File: src/rtl/isr_pkg.sv
// Constants, register map and field layout of the sensor readout control
package isr_pkg;
	// ****************************************************************
	// Clock and pixel timing
	// ****************************************************************
	localparam int MCLK_MHZ = 250;
	localparam int PIX_MAX_MHZ = 12;
	// Fastest pixel rate gives the least divide, so round the divide up
	localparam int PIX_DIV = (MCLK_MHZ + PIX_MAX_MHZ - 1) / PIX_MAX_MHZ;
	localparam logic [4:0] PIX_DIV_M1 = 5'(PIX_DIV - 1);
	localparam logic [4:0] PIX_HALF = 5'(PIX_DIV / 2);
	localparam int PIX_W = 10;
	localparam int FIFO_D = 16;
	localparam logic [10:0] LINE_TOTAL = 11'h5f0;
	localparam logic [10:0] FRAME_TOTAL = 11'h41a;
	localparam logic [10:0] LS_WIDTH = 11'h020;
	localparam logic [10:0] FS_ROWS = 11'h002;
	// ****************************************************************
	// Window limits and defaults
	// ****************************************************************
	localparam logic [11:0] BOUND_W = 12'h520;
	localparam logic [11:0] BOUND_H = 12'h40c;
	localparam logic [10:0] MAX_W_FULL = 11'h50c;
	localparam logic [10:0] MAX_W_RED = 11'h500;
	localparam logic [10:0] MAX_H_FULL = 11'h400;
	localparam logic [10:0] MAX_H_RED = 11'h3c0;
	localparam logic [10:0] MIN_W_FULL = 11'h002;
	localparam logic [10:0] MIN_W_RED = 11'h004;
	localparam logic [10:0] MIN_H = 11'h004;
	localparam logic [10:0] HS_DEF = 11'h010;
	localparam logic [10:0] HE_DEF = 11'h510;
	localparam logic [10:0] HE_DEF_RED = 11'h510;
	localparam logic [10:0] VS_DEF = 11'h006;
	localparam logic [10:0] VE_DEF = 11'h406;
	localparam logic [10:0] VE_DEF_RED = 11'h3c6;
	// ****************************************************************
	// Register offsets and fields
	// ****************************************************************
	localparam logic [6:0] REG_GAIN = 7'h00;
	localparam logic [6:0] REG_BLC = 7'h01;
	localparam logic [6:0] REG_AVG_B = 7'h05;
	localparam logic [6:0] REG_AVG_G = 7'h06;
	localparam logic [6:0] REG_AVG_R = 7'h07;
	localparam logic [6:0] REG_LUM = 7'h08;
	localparam logic [6:0] REG_MODE = 7'h12;
	localparam logic [6:0] REG_PWR = 7'h14;
	localparam logic [6:0] REG_OUT = 7'h15;
	localparam logic [6:0] REG_PROC = 7'h16;
	localparam logic [6:0] REG_HS = 7'h17;
	localparam logic [6:0] REG_HE = 7'h18;
	localparam logic [6:0] REG_VS = 7'h19;
	localparam logic [6:0] REG_VE = 7'h1a;
	localparam logic [6:0] REG_WCOM = 7'h32;
	localparam logic [6:0] REG_VLOW = 7'h33;
	localparam logic [7:0] SRST_VAL = 8'h80;
	localparam int MODE_RED = 6;
	localparam int MODE_SLAVE = 0;
	localparam int PWR_STBY = 4;
	localparam int OUT_SWAP = 0;
	localparam int OUT_EDGE = 4;
	localparam int OUT_QUAL = 5;
	localparam int PROC_BLC_OFF = 0;
	localparam int PROC_AGC = 1;
	localparam logic [7:0] CTRL_DEF = 8'h00;
	localparam logic [7:0] GAIN_DEF = 8'h10;
	localparam logic [7:0] AGC_TARGET = 8'h40;
	localparam logic [7:0] AGC_HYST = 8'h08;
	localparam logic [10:0] BLK_COLS = 11'h010;
	localparam logic [7:0] SAMP_FULL = 8'h80;
	localparam logic [7:0] SAMP_RED = 8'h40;
	localparam logic [4:0] SER_HDR = 5'h07;
	localparam logic [4:0] SER_LAST = 5'h0f;
	// Positions in the synchroniser vector
	localparam int SY_CS = 0;
	localparam int SY_SCK = 1;
	localparam int SY_SDI = 2;
	localparam int SY_XCK = 3;
	localparam int SY_LS = 4;
	localparam int SY_FS = 5;
	localparam int SY_PD = 6;
endpackage

File: src/rtl/isr_top.sv
// Sensor readout control: serial registers, timing, window, pixel path

// ********************************************************************
// Pixel FIFO
// ********************************************************************
module isr_fifo #(
	parameter int WIDTH = 10,
	parameter int DEPTH = 16
) (
	input wire logic clk,
	input wire logic rst,
	input wire logic in_valid,
	input wire logic [WIDTH-1:0] in_data,
	output logic in_ready,
	output logic out_valid,
	output logic [WIDTH-1:0] out_data,
	input wire logic out_ready
);
	localparam int AW = $clog2(DEPTH);
	logic [WIDTH-1:0] mem_ff [DEPTH];
	logic [AW-1:0] wr_ff, rd_ff, nxt_wr, nxt_rd;
	logic [AW:0] cnt_ff, nxt_cnt;
	logic rdy_ff, vld_ff, nxt_rdy, nxt_vld, push, pop;
	assign push = in_valid & rdy_ff;
	assign pop = vld_ff & out_ready;
	assign in_ready = rdy_ff;
	assign out_valid = vld_ff;
	assign out_data = mem_ff[rd_ff];
	// Flags are registered from the next count so they never lie
	always_comb begin
		nxt_wr = push ? wr_ff + 1'b1 : wr_ff;
		nxt_rd = pop ? rd_ff + 1'b1 : rd_ff;
		nxt_cnt = cnt_ff + (AW+1)'(push) - (AW+1)'(pop);
		if (rst) begin
			nxt_wr = '0;
			nxt_rd = '0;
			nxt_cnt = '0;
		end
		nxt_rdy = nxt_cnt != (AW+1)'(DEPTH);
		nxt_vld = nxt_cnt != '0;
	end
	always_ff @(posedge clk) begin
		wr_ff <= nxt_wr;
		rd_ff <= nxt_rd;
		cnt_ff <= nxt_cnt;
		rdy_ff <= nxt_rdy;
		vld_ff <= nxt_vld;
		if (push) begin
			mem_ff[wr_ff] <= in_data;
		end
	end
endmodule

// ********************************************************************
// Top
// ********************************************************************
module isr_top (
	input wire logic mclk,
	input wire logic sys_rst,
	input wire logic ctl_cs_n,
	input wire logic ctl_sck,
	input wire logic ctl_sdi,
	output logic ctl_sdo,
	input wire logic ext_clock_in,
	input wire logic line_sync_i,
	output logic line_sync_o,
	output logic line_sync_oe_n,
	input wire logic frame_sync_i,
	output logic frame_sync_o,
	output logic frame_sync_oe_n,
	input wire logic power_down_pin,
	output logic adc_start,
	input wire logic [isr_pkg::PIX_W-1:0] pix_in,
	input wire logic pix_valid,
	output logic pix_ready,
	output logic pclk,
	output logic [isr_pkg::PIX_W-1:0] pix_out,
	output logic line_valid
);
	import isr_pkg::*;
	logic [6:0] a_in, s1_ff, s2_ff, s3_ff;
	logic cs, srise, sfall, xrise, xfall, lrise, frise, pd;
	logic [15:0] sh_ff, nxt_sh;
	logic [4:0] bc_ff, nxt_bc;
	logic [7:0] rsh_ff, nxt_rsh, rdata;
	logic sdo_ff, nxt_sdo, wr_en;
	logic [6:0] wr_addr, rd_addr;
	logic [7:0] wr_data;
	logic [7:0] mode_ff, pwr_ff, out_ff, proc_ff, gain_ff;
	logic [7:0] nxt_mode, nxt_pwr, nxt_out, nxt_proc, nxt_gain;
	logic [10:0] hs_ff, he_ff, vs_ff, ve_ff;
	logic [10:0] nxt_hs, nxt_he, nxt_vs, nxt_ve;
	logic srst_ff, nxt_srst, clr, red, slave, run;
	logic [10:0] w, h, wmax, wmin, hmax, he_eff, ve_eff;
	logic [11:0] hsum, vsum;
	logic [4:0] div_ff, nxt_div;
	logic [10:0] col_ff, row_ff, nxt_col, nxt_row;
	logic tick, fend, ls_ff, fs_ff, oe_ff, st_ff;
	logic nxt_ls, nxt_fs, nxt_oe, nxt_st;
	logic [17:0] prod;
	logic [9:0] gsat, bsub, samp_pix;
	logic keep, inwin, push, odd_r, odd_c;
	logic [13:0] bsum_ff, nxt_bsum;
	logic [9:0] blc_ff, nxt_blc, avb_ff, avg_ff, avr_ff, lum_ff;
	logic [9:0] nxt_avb, nxt_avg, nxt_avr, nxt_lum;
	logic [7:0] samp_ff, nxt_samp;
	logic signed [10:0] dlt;
	logic [11:0] lsum;
	logic otick, pop, f_valid, lv_ff, pc_ff, nxt_lv, nxt_pc, clk_lvl;
	logic [9:0] f_data, rev, po_ff, nxt_po;

	// ****************************************************************
	// Input synchronisers
	// ****************************************************************
	assign a_in = {power_down_pin, frame_sync_i, line_sync_i,
		ext_clock_in, ctl_sdi, ctl_sck, ctl_cs_n};
	// Stage one feeds stage two only; edges come from stages two, three
	always_ff @(posedge mclk) begin
		s1_ff <= a_in;
		s2_ff <= s1_ff;
		s3_ff <= s2_ff;
	end
	assign cs = ~s2_ff[SY_CS];
	assign srise = s2_ff[SY_SCK] & ~s3_ff[SY_SCK];
	assign sfall = ~s2_ff[SY_SCK] & s3_ff[SY_SCK];
	assign xrise = s2_ff[SY_XCK] & ~s3_ff[SY_XCK];
	assign xfall = ~s2_ff[SY_XCK] & s3_ff[SY_XCK];
	assign lrise = s2_ff[SY_LS] & ~s3_ff[SY_LS];
	assign frise = s2_ff[SY_FS] & ~s3_ff[SY_FS];
	assign pd = s2_ff[SY_PD];

	// ****************************************************************
	// Serial control port
	// ****************************************************************
	assign rd_addr = {sh_ff[5:0], s2_ff[SY_SDI]};
	assign wr_addr = sh_ff[13:7];
	assign wr_data = {sh_ff[6:0], s2_ff[SY_SDI]};
	assign wr_en = cs & srise & (bc_ff == SER_LAST) & ~sh_ff[14];
	// Read data is fetched after the header byte
	always_comb begin
		case (rd_addr)
			REG_GAIN: rdata = gain_ff;
			REG_BLC: rdata = blc_ff[9:2];
			REG_AVG_B: rdata = avb_ff[9:2];
			REG_AVG_G: rdata = avg_ff[9:2];
			REG_AVG_R: rdata = avr_ff[9:2];
			REG_LUM: rdata = lum_ff[9:2];
			REG_MODE: rdata = {1'b0, mode_ff[6:0]};
			REG_PWR: rdata = pwr_ff;
			REG_OUT: rdata = out_ff;
			REG_PROC: rdata = proc_ff;
			REG_HS: rdata = hs_ff[10:3];
			REG_HE: rdata = he_ff[10:3];
			REG_VS: rdata = vs_ff[10:3];
			REG_VE: rdata = ve_ff[10:3];
			REG_WCOM: rdata = {2'b00, he_ff[2:0], hs_ff[2:0]};
			REG_VLOW: rdata = {2'b00, ve_ff[2:0], vs_ff[2:0]};
			default: rdata = 8'h00;
		endcase
	end
	// Shift on sck rise, drive sdo on sck fall; deselect aborts
	always_comb begin
		nxt_sh = sh_ff;
		nxt_bc = bc_ff;
		nxt_rsh = rsh_ff;
		nxt_sdo = sdo_ff;
		if (sys_rst | ~cs) begin
			nxt_bc = 5'h00;
			nxt_sdo = 1'b0;
		end else if (srise) begin
			nxt_sh = {sh_ff[14:0], s2_ff[SY_SDI]};
			nxt_bc = bc_ff + 5'h01;
			// Only a read frame loads data; a write shifts out zeros
			if (bc_ff == SER_HDR) begin
				nxt_rsh = sh_ff[6] ? rdata : 8'h00;
			end
		end else if (sfall && bc_ff > SER_HDR) begin
			nxt_sdo = rsh_ff[7];
			nxt_rsh = {rsh_ff[6:0], 1'b0};
		end
	end
	always_ff @(posedge mclk) begin
		sh_ff <= nxt_sh;
		bc_ff <= nxt_bc;
		rsh_ff <= nxt_rsh;
		sdo_ff <= nxt_sdo;
	end
	assign ctl_sdo = sdo_ff;

	// ****************************************************************
	// Register file and gain control
	// ****************************************************************
	assign clr = sys_rst | srst_ff;
	always_comb begin
		nxt_mode = mode_ff;
		nxt_pwr = pwr_ff;
		nxt_out = out_ff;
		nxt_proc = proc_ff;
		nxt_gain = gain_ff;
		nxt_hs = hs_ff;
		nxt_he = he_ff;
		nxt_vs = vs_ff;
		nxt_ve = ve_ff;
		nxt_srst = 1'b0;
		// Automatic gain steps once a frame towards the target level
		if (proc_ff[PROC_AGC] && fend) begin
			if (lum_ff[9:2] < AGC_TARGET - AGC_HYST && gain_ff != 8'hff) begin
				nxt_gain = gain_ff + 8'h01;
			end else if (lum_ff[9:2] > AGC_TARGET + AGC_HYST
				&& gain_ff > GAIN_DEF) begin
				nxt_gain = gain_ff - 8'h01;
			end
		end
		if (wr_en) begin
			case (wr_addr)
				REG_GAIN: nxt_gain = wr_data;
				REG_MODE: begin
					nxt_mode = {1'b0, wr_data[6:0]};
					nxt_srst = wr_data == SRST_VAL;
					// Mode change re-centres the window for the new size
					if (wr_data[6:0] != mode_ff[6:0]) begin
						nxt_hs = HS_DEF;
						nxt_he = wr_data[MODE_RED] ? HE_DEF_RED : HE_DEF;
						nxt_vs = VS_DEF;
						nxt_ve = wr_data[MODE_RED] ? VE_DEF_RED : VE_DEF;
					end
				end
				REG_PWR: nxt_pwr = wr_data;
				REG_OUT: nxt_out = wr_data;
				REG_PROC: nxt_proc = wr_data;
				REG_HS: nxt_hs = {wr_data, hs_ff[2:0]};
				REG_HE: nxt_he = {wr_data, he_ff[2:0]};
				REG_VS: nxt_vs = {wr_data, vs_ff[2:0]};
				REG_VE: nxt_ve = {wr_data, ve_ff[2:0]};
				REG_WCOM: begin
					nxt_hs = {hs_ff[10:3], wr_data[2:0]};
					nxt_he = {he_ff[10:3], wr_data[5:3]};
				end
				REG_VLOW: begin
					nxt_vs = {vs_ff[10:3], wr_data[2:0]};
					nxt_ve = {ve_ff[10:3], wr_data[5:3]};
				end
				default: ;
			endcase
		end
		if (clr) begin
			nxt_mode = CTRL_DEF;
			nxt_pwr = CTRL_DEF;
			nxt_out = CTRL_DEF;
			nxt_proc = CTRL_DEF;
			nxt_gain = GAIN_DEF;
			nxt_hs = HS_DEF;
			nxt_he = HE_DEF;
			nxt_vs = VS_DEF;
			nxt_ve = VE_DEF;
		end
	end
	always_ff @(posedge mclk) begin
		mode_ff <= nxt_mode;
		pwr_ff <= nxt_pwr;
		out_ff <= nxt_out;
		proc_ff <= nxt_proc;
		gain_ff <= nxt_gain;
		hs_ff <= nxt_hs;
		he_ff <= nxt_he;
		vs_ff <= nxt_vs;
		ve_ff <= nxt_ve;
		srst_ff <= nxt_srst;
	end

	// ****************************************************************
	// Effective window
	// ****************************************************************
	assign red = mode_ff[MODE_RED];
	assign slave = mode_ff[MODE_SLAVE];
	// Clamp size first, then clip to the array boundary
	always_comb begin
		wmax = red ? MAX_W_RED : MAX_W_FULL;
		wmin = red ? MIN_W_RED : MIN_W_FULL;
		hmax = red ? MAX_H_RED : MAX_H_FULL;
		w = (he_ff > hs_ff) ? he_ff - hs_ff : 11'h000;
		w = (w > wmax) ? wmax : ((w < wmin) ? wmin : w);
		h = (ve_ff > vs_ff) ? ve_ff - vs_ff : 11'h000;
		h = (h > hmax) ? hmax : ((h < MIN_H) ? MIN_H : h);
		hsum = {1'b0, hs_ff} + {1'b0, w};
		vsum = {1'b0, vs_ff} + {1'b0, h};
		he_eff = (hsum > BOUND_W) ? BOUND_W[10:0] : hsum[10:0];
		ve_eff = (vsum > BOUND_H) ? BOUND_H[10:0] : vsum[10:0];
	end

	// ****************************************************************
	// Timing generator
	// ****************************************************************
	assign run = ~pd & ~pwr_ff[PWR_STBY];
	// Slave takes its pixel rate from the master clock pin
	assign tick = run & (slave ? xrise : (div_ff == 5'h00));
	assign fend = (nxt_row == 11'h000) & (row_ff != 11'h000);
	// Window settings never touch these counters, so rates stay fixed
	always_comb begin
		nxt_div = (div_ff == PIX_DIV_M1) ? 5'h00 : div_ff + 5'h01;
		nxt_col = col_ff;
		nxt_row = row_ff;
		if (slave) begin
			if (frise) begin
				nxt_row = 11'h000;
				nxt_col = 11'h000;
			end else if (lrise) begin
				nxt_col = 11'h000;
				nxt_row = row_ff + 11'h001;
			end else if (tick && col_ff != LINE_TOTAL - 11'h001) begin
				nxt_col = col_ff + 11'h001;
			end
		end else if (tick) begin
			nxt_col = col_ff + 11'h001;
			if (col_ff == LINE_TOTAL - 11'h001) begin
				nxt_col = 11'h000;
				nxt_row = (row_ff == FRAME_TOTAL - 11'h001) ? 11'h000 :
					row_ff + 11'h001;
			end
		end
		nxt_ls = col_ff < LS_WIDTH;
		nxt_fs = row_ff < FS_ROWS;
		nxt_oe = slave;
		nxt_st = tick;
		if (clr | pd) begin
			nxt_div = 5'h00;
			nxt_col = 11'h000;
			nxt_row = 11'h000;
			nxt_st = 1'b0;
		end
	end
	always_ff @(posedge mclk) begin
		div_ff <= nxt_div;
		col_ff <= nxt_col;
		row_ff <= nxt_row;
		ls_ff <= nxt_ls;
		fs_ff <= nxt_fs;
		oe_ff <= nxt_oe;
		st_ff <= nxt_st;
	end
	assign line_sync_o = ls_ff;
	assign frame_sync_o = fs_ff;
	assign line_sync_oe_n = oe_ff;
	assign frame_sync_oe_n = oe_ff;
	assign adc_start = st_ff;

	// ****************************************************************
	// Pixel processing and statistics
	// ****************************************************************
	assign prod = 18'(pix_in) * 18'(gain_ff);
	assign gsat = (prod[17:14] != 4'h0) ? 10'h3ff : prod[13:4];
	// Saturate at zero so dark noise never wraps to white
	assign bsub = proc_ff[PROC_BLC_OFF] ? gsat :
		((gsat > blc_ff) ? gsat - blc_ff : 10'h000);
	assign keep = ~red | (~col_ff[1] & ~row_ff[1]);
	assign inwin = col_ff >= hs_ff && col_ff < he_eff &&
		row_ff >= vs_ff && row_ff < ve_eff;
	assign push = pix_valid & keep & inwin & run;
	assign odd_r = row_ff[0];
	assign odd_c = col_ff[0];
	assign samp_pix = bsub;
	assign dlt = $signed({1'b0, samp_pix}) - $signed({1'b0,
		(odd_r ? (odd_c ? avr_ff : avg_ff) : (odd_c ? avg_ff : avb_ff))});
	assign lsum = {2'b00, avr_ff} + {1'b0, avg_ff, 1'b0} + {2'b00, avb_ff};
	// Averages are running filters, one step per sampled pixel
	always_comb begin
		nxt_bsum = bsum_ff;
		nxt_blc = blc_ff;
		nxt_avb = avb_ff;
		nxt_avg = avg_ff;
		nxt_avr = avr_ff;
		nxt_lum = fend ? lsum[11:2] : lum_ff;
		nxt_samp = (col_ff < hs_ff) ? 8'h00 : samp_ff;
		if (pix_valid && row_ff == 11'h000 && col_ff < BLK_COLS) begin
			nxt_bsum = (col_ff == 11'h000) ? 14'(gsat) : bsum_ff + 14'(gsat);
		end
		if (row_ff == 11'h000 && col_ff == BLK_COLS) begin
			nxt_blc = bsum_ff[13:4];
		end
		if (push && samp_ff < (red ? SAMP_RED : SAMP_FULL)) begin
			nxt_samp = samp_ff + 8'h01;
			if (odd_r == odd_c) begin
				nxt_avg = avg_ff + 10'(dlt >>> 4);
			end else if (odd_r) begin
				nxt_avr = avr_ff + 10'(dlt >>> 4);
			end else begin
				nxt_avb = avb_ff + 10'(dlt >>> 4);
			end
		end
		if (clr) begin
			nxt_bsum = 14'h0000;
			nxt_blc = 10'h000;
			nxt_avb = 10'h000;
			nxt_avg = 10'h000;
			nxt_avr = 10'h000;
			nxt_lum = 10'h000;
			nxt_samp = 8'h00;
		end
	end
	always_ff @(posedge mclk) begin
		bsum_ff <= nxt_bsum;
		blc_ff <= nxt_blc;
		avb_ff <= nxt_avb;
		avg_ff <= nxt_avg;
		avr_ff <= nxt_avr;
		lum_ff <= nxt_lum;
		samp_ff <= nxt_samp;
	end

	isr_fifo #(.WIDTH(PIX_W), .DEPTH(FIFO_D)) u_fifo (
		.clk(mclk),
		.rst(clr),
		.in_valid(push),
		.in_data(bsub),
		.in_ready(pix_ready),
		.out_valid(f_valid),
		.out_data(f_data),
		.out_ready(pop)
	);

	// ****************************************************************
	// Output port
	// ****************************************************************
	for (genvar i = 0; i < PIX_W; i++) begin : g_rev
		assign rev[i] = f_data[PIX_W - 1 - i];
	end
	// Data moves with the pclk rise, or with the pclk fall when out_ff[OUT_EDGE] is set
	assign otick = run & (slave ? (out_ff[OUT_EDGE] ? xfall : xrise) :
		(div_ff == (out_ff[OUT_EDGE] ? PIX_HALF : 5'h00)));
	assign pop = otick & f_valid;
	assign clk_lvl = slave ? s2_ff[SY_XCK] : (div_ff < PIX_HALF);
	always_comb begin
		nxt_po = pop ? (out_ff[OUT_SWAP] ? rev : f_data) : po_ff;
		nxt_lv = otick ? f_valid : lv_ff;
		nxt_pc = clk_lvl & run & (~out_ff[OUT_QUAL] | lv_ff);
		if (clr | ~run) begin
			nxt_po = 10'h000;
			nxt_lv = 1'b0;
			nxt_pc = 1'b0;
		end
	end
	always_ff @(posedge mclk) begin
		po_ff <= nxt_po;
		lv_ff <= nxt_lv;
		pc_ff <= nxt_pc;
	end
	assign pix_out = po_ff;
	assign line_valid = lv_ff;
	assign pclk = pc_ff;
endmodule

File: config.mk
export PLATFORM = sky130hd
export DESIGN_NAME = isr_top
export DESIGN_NICKNAME = d
export VERILOG_FILES = /design/src/rtl/isr_pkg.sv /design/src/rtl/isr_top.sv
export SDC_FILE = /design/constraint.sdc
export NUM_CORES = 1
export LEC_CHECK = 0
export BUFFER_PORTS_ARGS = -buffer_cell sky130_fd_sc_hd__buf_4
export CAP_MARGIN = 5
export CORE_ASPECT_RATIO = 1.25
export CORE_MARGIN = 4
export CORE_UTILIZATION = 40
export CTS_CLUSTER_SIZE = 16
export DETAILED_ROUTE_END_ITERATION = 16
export PLACE_DENSITY = 0.62
export SLEW_MARGIN = 20
export SYNTH_ARGS = -nofsm -noshare
export SYNTH_HDL_FRONTEND = slang
export SYNTH_SLANG_ARGS = --single-unit
export TNS_END_PERCENT = 50
File: constraint.sdc
create_clock -name mclk -period 22.2 [get_ports mclk]
set_input_delay 2.22 -clock mclk [delete_from_list [all_inputs] [get_ports mclk]]
set_output_delay 2.22 -clock mclk [all_outputs]
set_load 0.01 [all_outputs]
# Word-level counts from Yosys, hierarchy flattened
# Memories as Yosys holds them, arrays and structs flattened. A register that Yosys moved wholly into a read port is not among the register bits.
# Index checks and enable logic that the tools add are counted.
[op_classes]
n_bitwise = 53
magnitude_cmp = 23
n_div = 0
add_sub_neg = 23
n_mul = 1
reduce_logical = 50
mux = 64
eq_ne = 41
shifts = 0
[op_table]
columns = ["cell", "count"]
rows = [
  ["$mux 11", 27],
  ["$pmux 11 s3", 4],
  ["$pmux 8 s16", 1],
  ["$eq 7x5->1 const B", 16],
  ["$mux 8", 12],
  ["$mux 10", 7],
  ["$gt 11x11->1", 4],
  ["$logic_not 11->1", 3],
  ["$lt 11x11->1", 3],
  ["$reduce_and 4->1", 8],
  ["$add 10x10->10", 3],
  ["$eq 7x6->1 const B", 4],
  ["$not 1->1", 25],
  ["$add 11x11->12", 2],
  ["$gt 12x11->1 const B", 2],
  ["$add 11x1->11 const B", 2],
  ["$and 1x1->1", 22],
  ["$eq 11x11->1 const B", 2],
  ["$ge 11x11->1", 2],
  ["$sub 11x11->11", 2],
  ["$eq 7x3->1 const B", 3],
  ["$mul 10x8->18", 1],
  ["$reduce_bool 2->1", 9],
  ["$add 8x1->8 const B", 2],
  ["other kinds (53)", 89],
]
[word_totals]
reg_bits = 263
ram_bits = 160
mem_count = 1
mem_bits_ro = 0
inputBits = 20
out_inout_bits = 19
latchBits = 0
elab_cells = 299
[mem_list]
columns = ["memory", "depth", "width", "rd", "rd_ports_with_merged_regs", "write_ports", "line", "source"]
rows = [
  ["u_fifo.mem_ff", 16, 10, 1, 1, 1, "isr_top.sv:20", "logic [WIDTH-1:0] mem_ff [DEPTH];"],
]

# Logic depth before layout (Yosys ltp)
[depth]
word_depth = 19
depth_mapped = 49
ltp_nobuf = 47

# Cells and area by module
# From an unflattened synthesis, not the netlist that was laid out.
[unflattened]
hier_cells = 2808
hier_area_um2 = 27271.2
[by_module_without_submodules]
columns = ["mod", "seq_area_each_um2", "cells_each", "area_per_inst_um2", "instances"]
rows = [
  ["isr_top", 5114.9, 2448, 20269.4, 1],
  ["isr_fifo", 5185.0, 360, 7001.7, 1],
]

# Worst setup path before layout
# OpenSTA, ideal clock, no wires.
[synth_path]
path_kind = "in2reg"
from = "input port pix_in[2] in the netlist's numbering"
to = "register avb_ff[9]"
path_slack_ps = 9704
t_required_ps = 22130
n_path_buf = 2
cell_stages = 43
setup_ps = 70
arrival_ps = 12425
cell_sequence = "nand2_1 -> fa_1 -> inv_1 -> fa_1 -> fa_1 -> inv_1 -> fa_1 -> inv_1 -> ha_1 -> clkbuf_1 -> o21a_1 -> nor2_1 -> a2111oi_0 -> o21ai_0 -> a22o_1 -> a211oi_2 -> clkbuf_1 -> nand2_1 -> [... 7 more ...] -> o31ai_1 -> ha_1 -> and4_1 -> o31ai_1 -> a21o_1 -> nand2_1 -> xor2_1 -> ha_1 -> a21o_1 -> a21oi_1 -> o21bai_1 -> a21oi_1 -> o21bai_1 -> a21oi_1 -> o21ai_0 -> and3_1 -> or4_1 -> a21oi_1"
[synth_via]
elab_chain_cells = 8
elab_cells_between_ends = 9
cone_classes = "3 x add/sub; 1 x mul; 1 x order compare; 3 x mux; 1 x reduce/logical"
[synth_rtl]
columns = ["item", "line", "source"]
rows = [
  ["start, declared", "isr_top.sv:73", "input wire logic [isr_pkg::PIX_W-1:0] pix_in,"],
  ["$mul 10x8->18 *", "isr_top.sv:350", "assign prod = 18'(pix_in) * 18'(gain_ff);"],
  ["$reduce_bool 4->1", "isr_top.sv:351", "assign gsat = (prod[17:14] != 4'h0) ? 10'h3ff : prod[13:4];"],
  ["$mux 10 *", "isr_top.sv:351", ""],
  ["$sub 10x10->10 / $gt 10x10->1 (equally long branches)", "isr_top.sv:354", "((gsat > blc_ff) ? gsat - blc_ff : 10'h000);"],
  ["$mux 10", "isr_top.sv:354", ""],
  ["$mux 10 *", "isr_top.sv:353", "assign bsub = proc_ff[PROC_BLC_OFF] ? gsat :"],
  ["net bsub[3]", "isr_top.sv:101", "logic [9:0] gsat, bsub, samp_pix;"],
  ["$sub 10x10->11 *", "isr_top.sv:362", "assign dlt = $signed({1'b0, samp_pix}) - $signed({1'b0,"],
  ["$add 10x10->10 *", "isr_top.sv:387", "nxt_avb = avb_ff + 10'(dlt >>> 4);"],
  ["end signal, assigned", "isr_top.sv:403", "avb_ff <= nxt_avb;"],
  ["end, declared", "isr_top.sv:104", "logic [9:0] blc_ff, nxt_blc, avb_ff, avg_ff, avr_ff, lum_ff;"],
]
# The timed path passes the listed nets; every way through them passes the cells marked *.
# A chain may end at the register's enable or synchronous reset.

# Final worst setup path
[layout_path]
from = "input port pix_in[1] in the netlist's numbering"
to = "register avb_ff[9]"
# The elaborated chain is that of the path after synthesis.

==> results.yml <==
cts:
  clk_path_buf_depth: 3
  clock_latency_ns: 0.59
  cts_sinks: 423
  cts_tree: "yes"
  postCtsSetupBuffers: 0
  cts-htree-levels: 2
  hold_buffers: 0
  path_clk_slew_ns: 0.06
  cts_root_buf: "clkbuf_16"
  ctsResizeCount: 0
  cts_buffers: 42
critical_path:
  start_kind: "primary input"
  cpMostUsedCell: "a21oi_1"
  cp.required_ns: 22.71
  critPathArrivalTime_ns: 13.87
  path_max_fanout: 17
  critical_path.slowest_cell: "o31ai_2"
  worstSetupPathType: "primary input to flop"
  endpoint_kind: "flop"
  reg2regPathDepth: 41
  critPathMaxStageDelay_ns: 0.92
synth:
  synth_xor_xnor_area_share_pct: 4.06
  synthMuxAreaShare_pct: 7.65
  syn-cell-area_sq_um: 26900
  yosysWarningCount: 0
  postSynthNetCount: 3085
  synth_edf_count: 183
  ys_seq_area_share_pct: 38.2
  async_reset_ff_share_pct: 0
  synth-main-ff-cell: "dfxtp_1"
  synth-compound-area-share_pct: 14.4
  synth_area_per_cell_sq_um: 9.70
  synth-simple-area-share_pct: 16.7
  synth_fa_ha_area_share_pct: 15.2
  synth_top_family_by_area: "simple AND/OR/NAND/NOR gates"
  yosysUniqueCellTypes: 82
  syn_inst: 2778
  synth-seq-cells: 423
finish:
  fill_cells: 6372
  drive_gt1_share_pct: 8.52
  nets: 3091
  postLayoutCellArea_sq_um: 29600
  synthToLayoutAreaGrowth_pct: 9.80
  n_antenna_cell: 0
  finalNonFillerCells: 3681
floorplanning:
  fp.dieW_um: 240
  ioPinCount: 39
  die-area_sq_um: 71600
  rows: 106
  die_height_um: 298
  core_area_sq_um: 66800
  start_util_pct: 40.3
timing:
  slew_viol_final: 0
  finalCriticalPeriod_ns: 13.37
  finalSetupTns_ns: 0
  setup_viol: 0
  rsz0062_at_grt: "false"
  hold_viol_final: 0
  max_slew_margin_pct: 28.3
  fmax_mhz: 74.8
  max_slew.worst_pin.slew_ns: 1.07
  skew_ns: 0.0289
  fin_crit_sh_pct: 60.2
route:
  wirelength_mm: 76.9
  ant_nets: 0
  first_pass_iters: 7
  via_per_inst: 5.77
  drtIter0Drc: 1635
  wl_per_cell_um: 20.9
  drc: 0
  vias: 21200
global_routing:
  grt_start_max_net_pins: 82
  grt_usage_pct: 21.1
  grt_pass1_vias: 21400
  grt_pass1_wl_mm: 120
  gr-total-overflow: 0
  antenna_found_initial: 1
placed_design:
  dp_hpwl_mm: 57.3
  portBuffers: 38
  placed_area_sq_um: 28200
  placed_cells: 3603
  gp_congestion: 0.927
hold_path:
  whs_path_depth: 0
  hp-class: "flop to flop"
outcome:
  status: "completed"
power:
  p_leak_uw: 0.0116
  power_density_nw_per_um2: 61.5
  ir_drop_uv: 50.6
run:
  cap_viol_max_count: 0
## placed cells by master (no fill, tap or decap), drive strengths merged, types with 55 or more instances in the layout
cell / synthesis / routed
buf: 16 / 69
nor2: 278 / 278
nor3: 57 / 57
nand3: 68 / 68
and2: 58 / 58
xnor2: 70 / 70
ha: 220 / 220
o21ai: 115 / 115
nand2: 248 / 248
edfxtp: 183 / 183
a21oi: 171 / 171
inv: 168 / 170
mux2i: 80 / 80
dfxtp: 240 / 240
fa: 67 / 67
xor2: 55 / 55
a22oi: 61 / 61
## registers in the layout (all words and copies together) (netlist names), 8 cells and up, named ones only
name,flops
u_fifo.mem_ff,160
pwr_ff,8
lum_ff,8
he_ff,11
col_ff,11
out_ff,8
pix_out,10
blc_ff,10
sh_ff,15
rsh_ff,8
proc_ff,8
avr_ff,10
hs_ff,11
row_ff,11
samp_ff,8
avb_ff,10
gain_ff,8
ve_ff,11
bsum_ff,14
avg_ff,10
vs_ff,11
## worst max-delay path: cells and delay by family
kind | cells | cell delay [ns]
buf+inv | 5 | 0.59
simple gates | 10 | 2.07
fa+ha+maj | 8 | 3.66
xor+xnor | 1 | 0.54
compound gates | 18 | 4.76
## power breakdown
group	internal, uW	switching (uW)
Combinational	109	150
Clock	398	321
Sequential	831	11.2
Total	1340	482
## final cells by class
| type | count | area, sq um | area share, % |
|---|---|---|---|
| clock inverter | 26 | 262 | 0.884 |
| inverter | 168 | 631 | 2.13 |
| clock buffer | 51 | 1110 | 3.77 |
| sequential | 423 | 10300 | 34.8 |
| tap | 864 | 1080 | 3.65 |
| timing repair buffer | 70 | 523 | 1.77 |
| multi-input combinational | 2079 | 15700 | 53.0 |
## cells by family after synthesis
family                     Yosys count
AOI/OAI and AO/OA                  591
DFF                                423
and+or+nand+nor                    934
buffers and inverters              276
adders and majority gates          287
xor gates and xnor gates           125
muxes                              142
## routing by layer
metal	routed length [um]	global-route usage, %	vias up
li1	-	-	10100
met1	31400	26.6	10400
met2	38500	37.1	618
met3	3950	2.30	159
met4	3030	8.01	0
met5	0	0	-
## stage by stage
stage	power, uW	setup WS (ns)	util (%)	hold slack [ns]
after global routing	1890	7.72	44.3	0.336
after floorplan	1050	9.70	-	0.310
after detailed placement	1120	8.23	42.1	0.314
after CTS	1830	8.84	44.2	0.333
final	1820	8.83	44.3	0.329
after global placement	1110	8.49	42.1	0.311
## Yosys cell counts (all sizes together) (6+ instances only)
library cell / instances / area, sq um
a211oi: 37 / 293
a21boi: 6 / 45.0
a21o: 37 / 278
a21oi: 171 / 856
a222oi: 15 / 150
a22oi: 61 / 458
a31oi: 13 / 81.3
a41oi: 6 / 52.6
and2: 58 / 363
and3: 23 / 144
buf: 16 / 65.1
clkbuf: 92 / 345
dfxtp: 240 / 4800
edfxtp: 183 / 5500
fa: 67 / 1340
ha: 220 / 2750
inv: 168 / 631
mux2: 12 / 135
mux2i: 80 / 801
mux4: 50 / 1130
nand2: 248 / 931
nand2b: 36 / 225
nand3: 68 / 340
nand3b: 14 / 105
nand4: 35 / 219
nor2: 278 / 1050
nor2b: 27 / 169
nor3: 57 / 285
nor3b: 8 / 60.1
nor4: 18 / 119
nor4b: 7 / 73.8
o211ai: 11 / 82.6
o21a: 18 / 135
o21ai: 115 / 576
o21bai: 25 / 188
o22ai: 6 / 37.5
o31ai: 15 / 113
or2: 16 / 103
or3: 19 / 119
or4: 13 / 101
xnor2: 70 / 613
xor2: 55 / 482
## final timing paths
kind | slack, ns | end | from
min reg2reg | 0.33 | s2_ff[2]$_DFF_P_ | s1_ff[2]$_DFF_P_
max | 8.83 | avb_ff[9]$_SDFFE_PN0P_ | pix_in[1]
max reg2reg | 9.78 | avb_ff[9]$_SDFFE_PN0P_ | gain_ff[5]$_SDFF_PN0_
min | 0.33 | s2_ff[2]$_DFF_P_ | s1_ff[2]$_DFF_P_
Note: power is estimated with default switching activity, not from simulation.
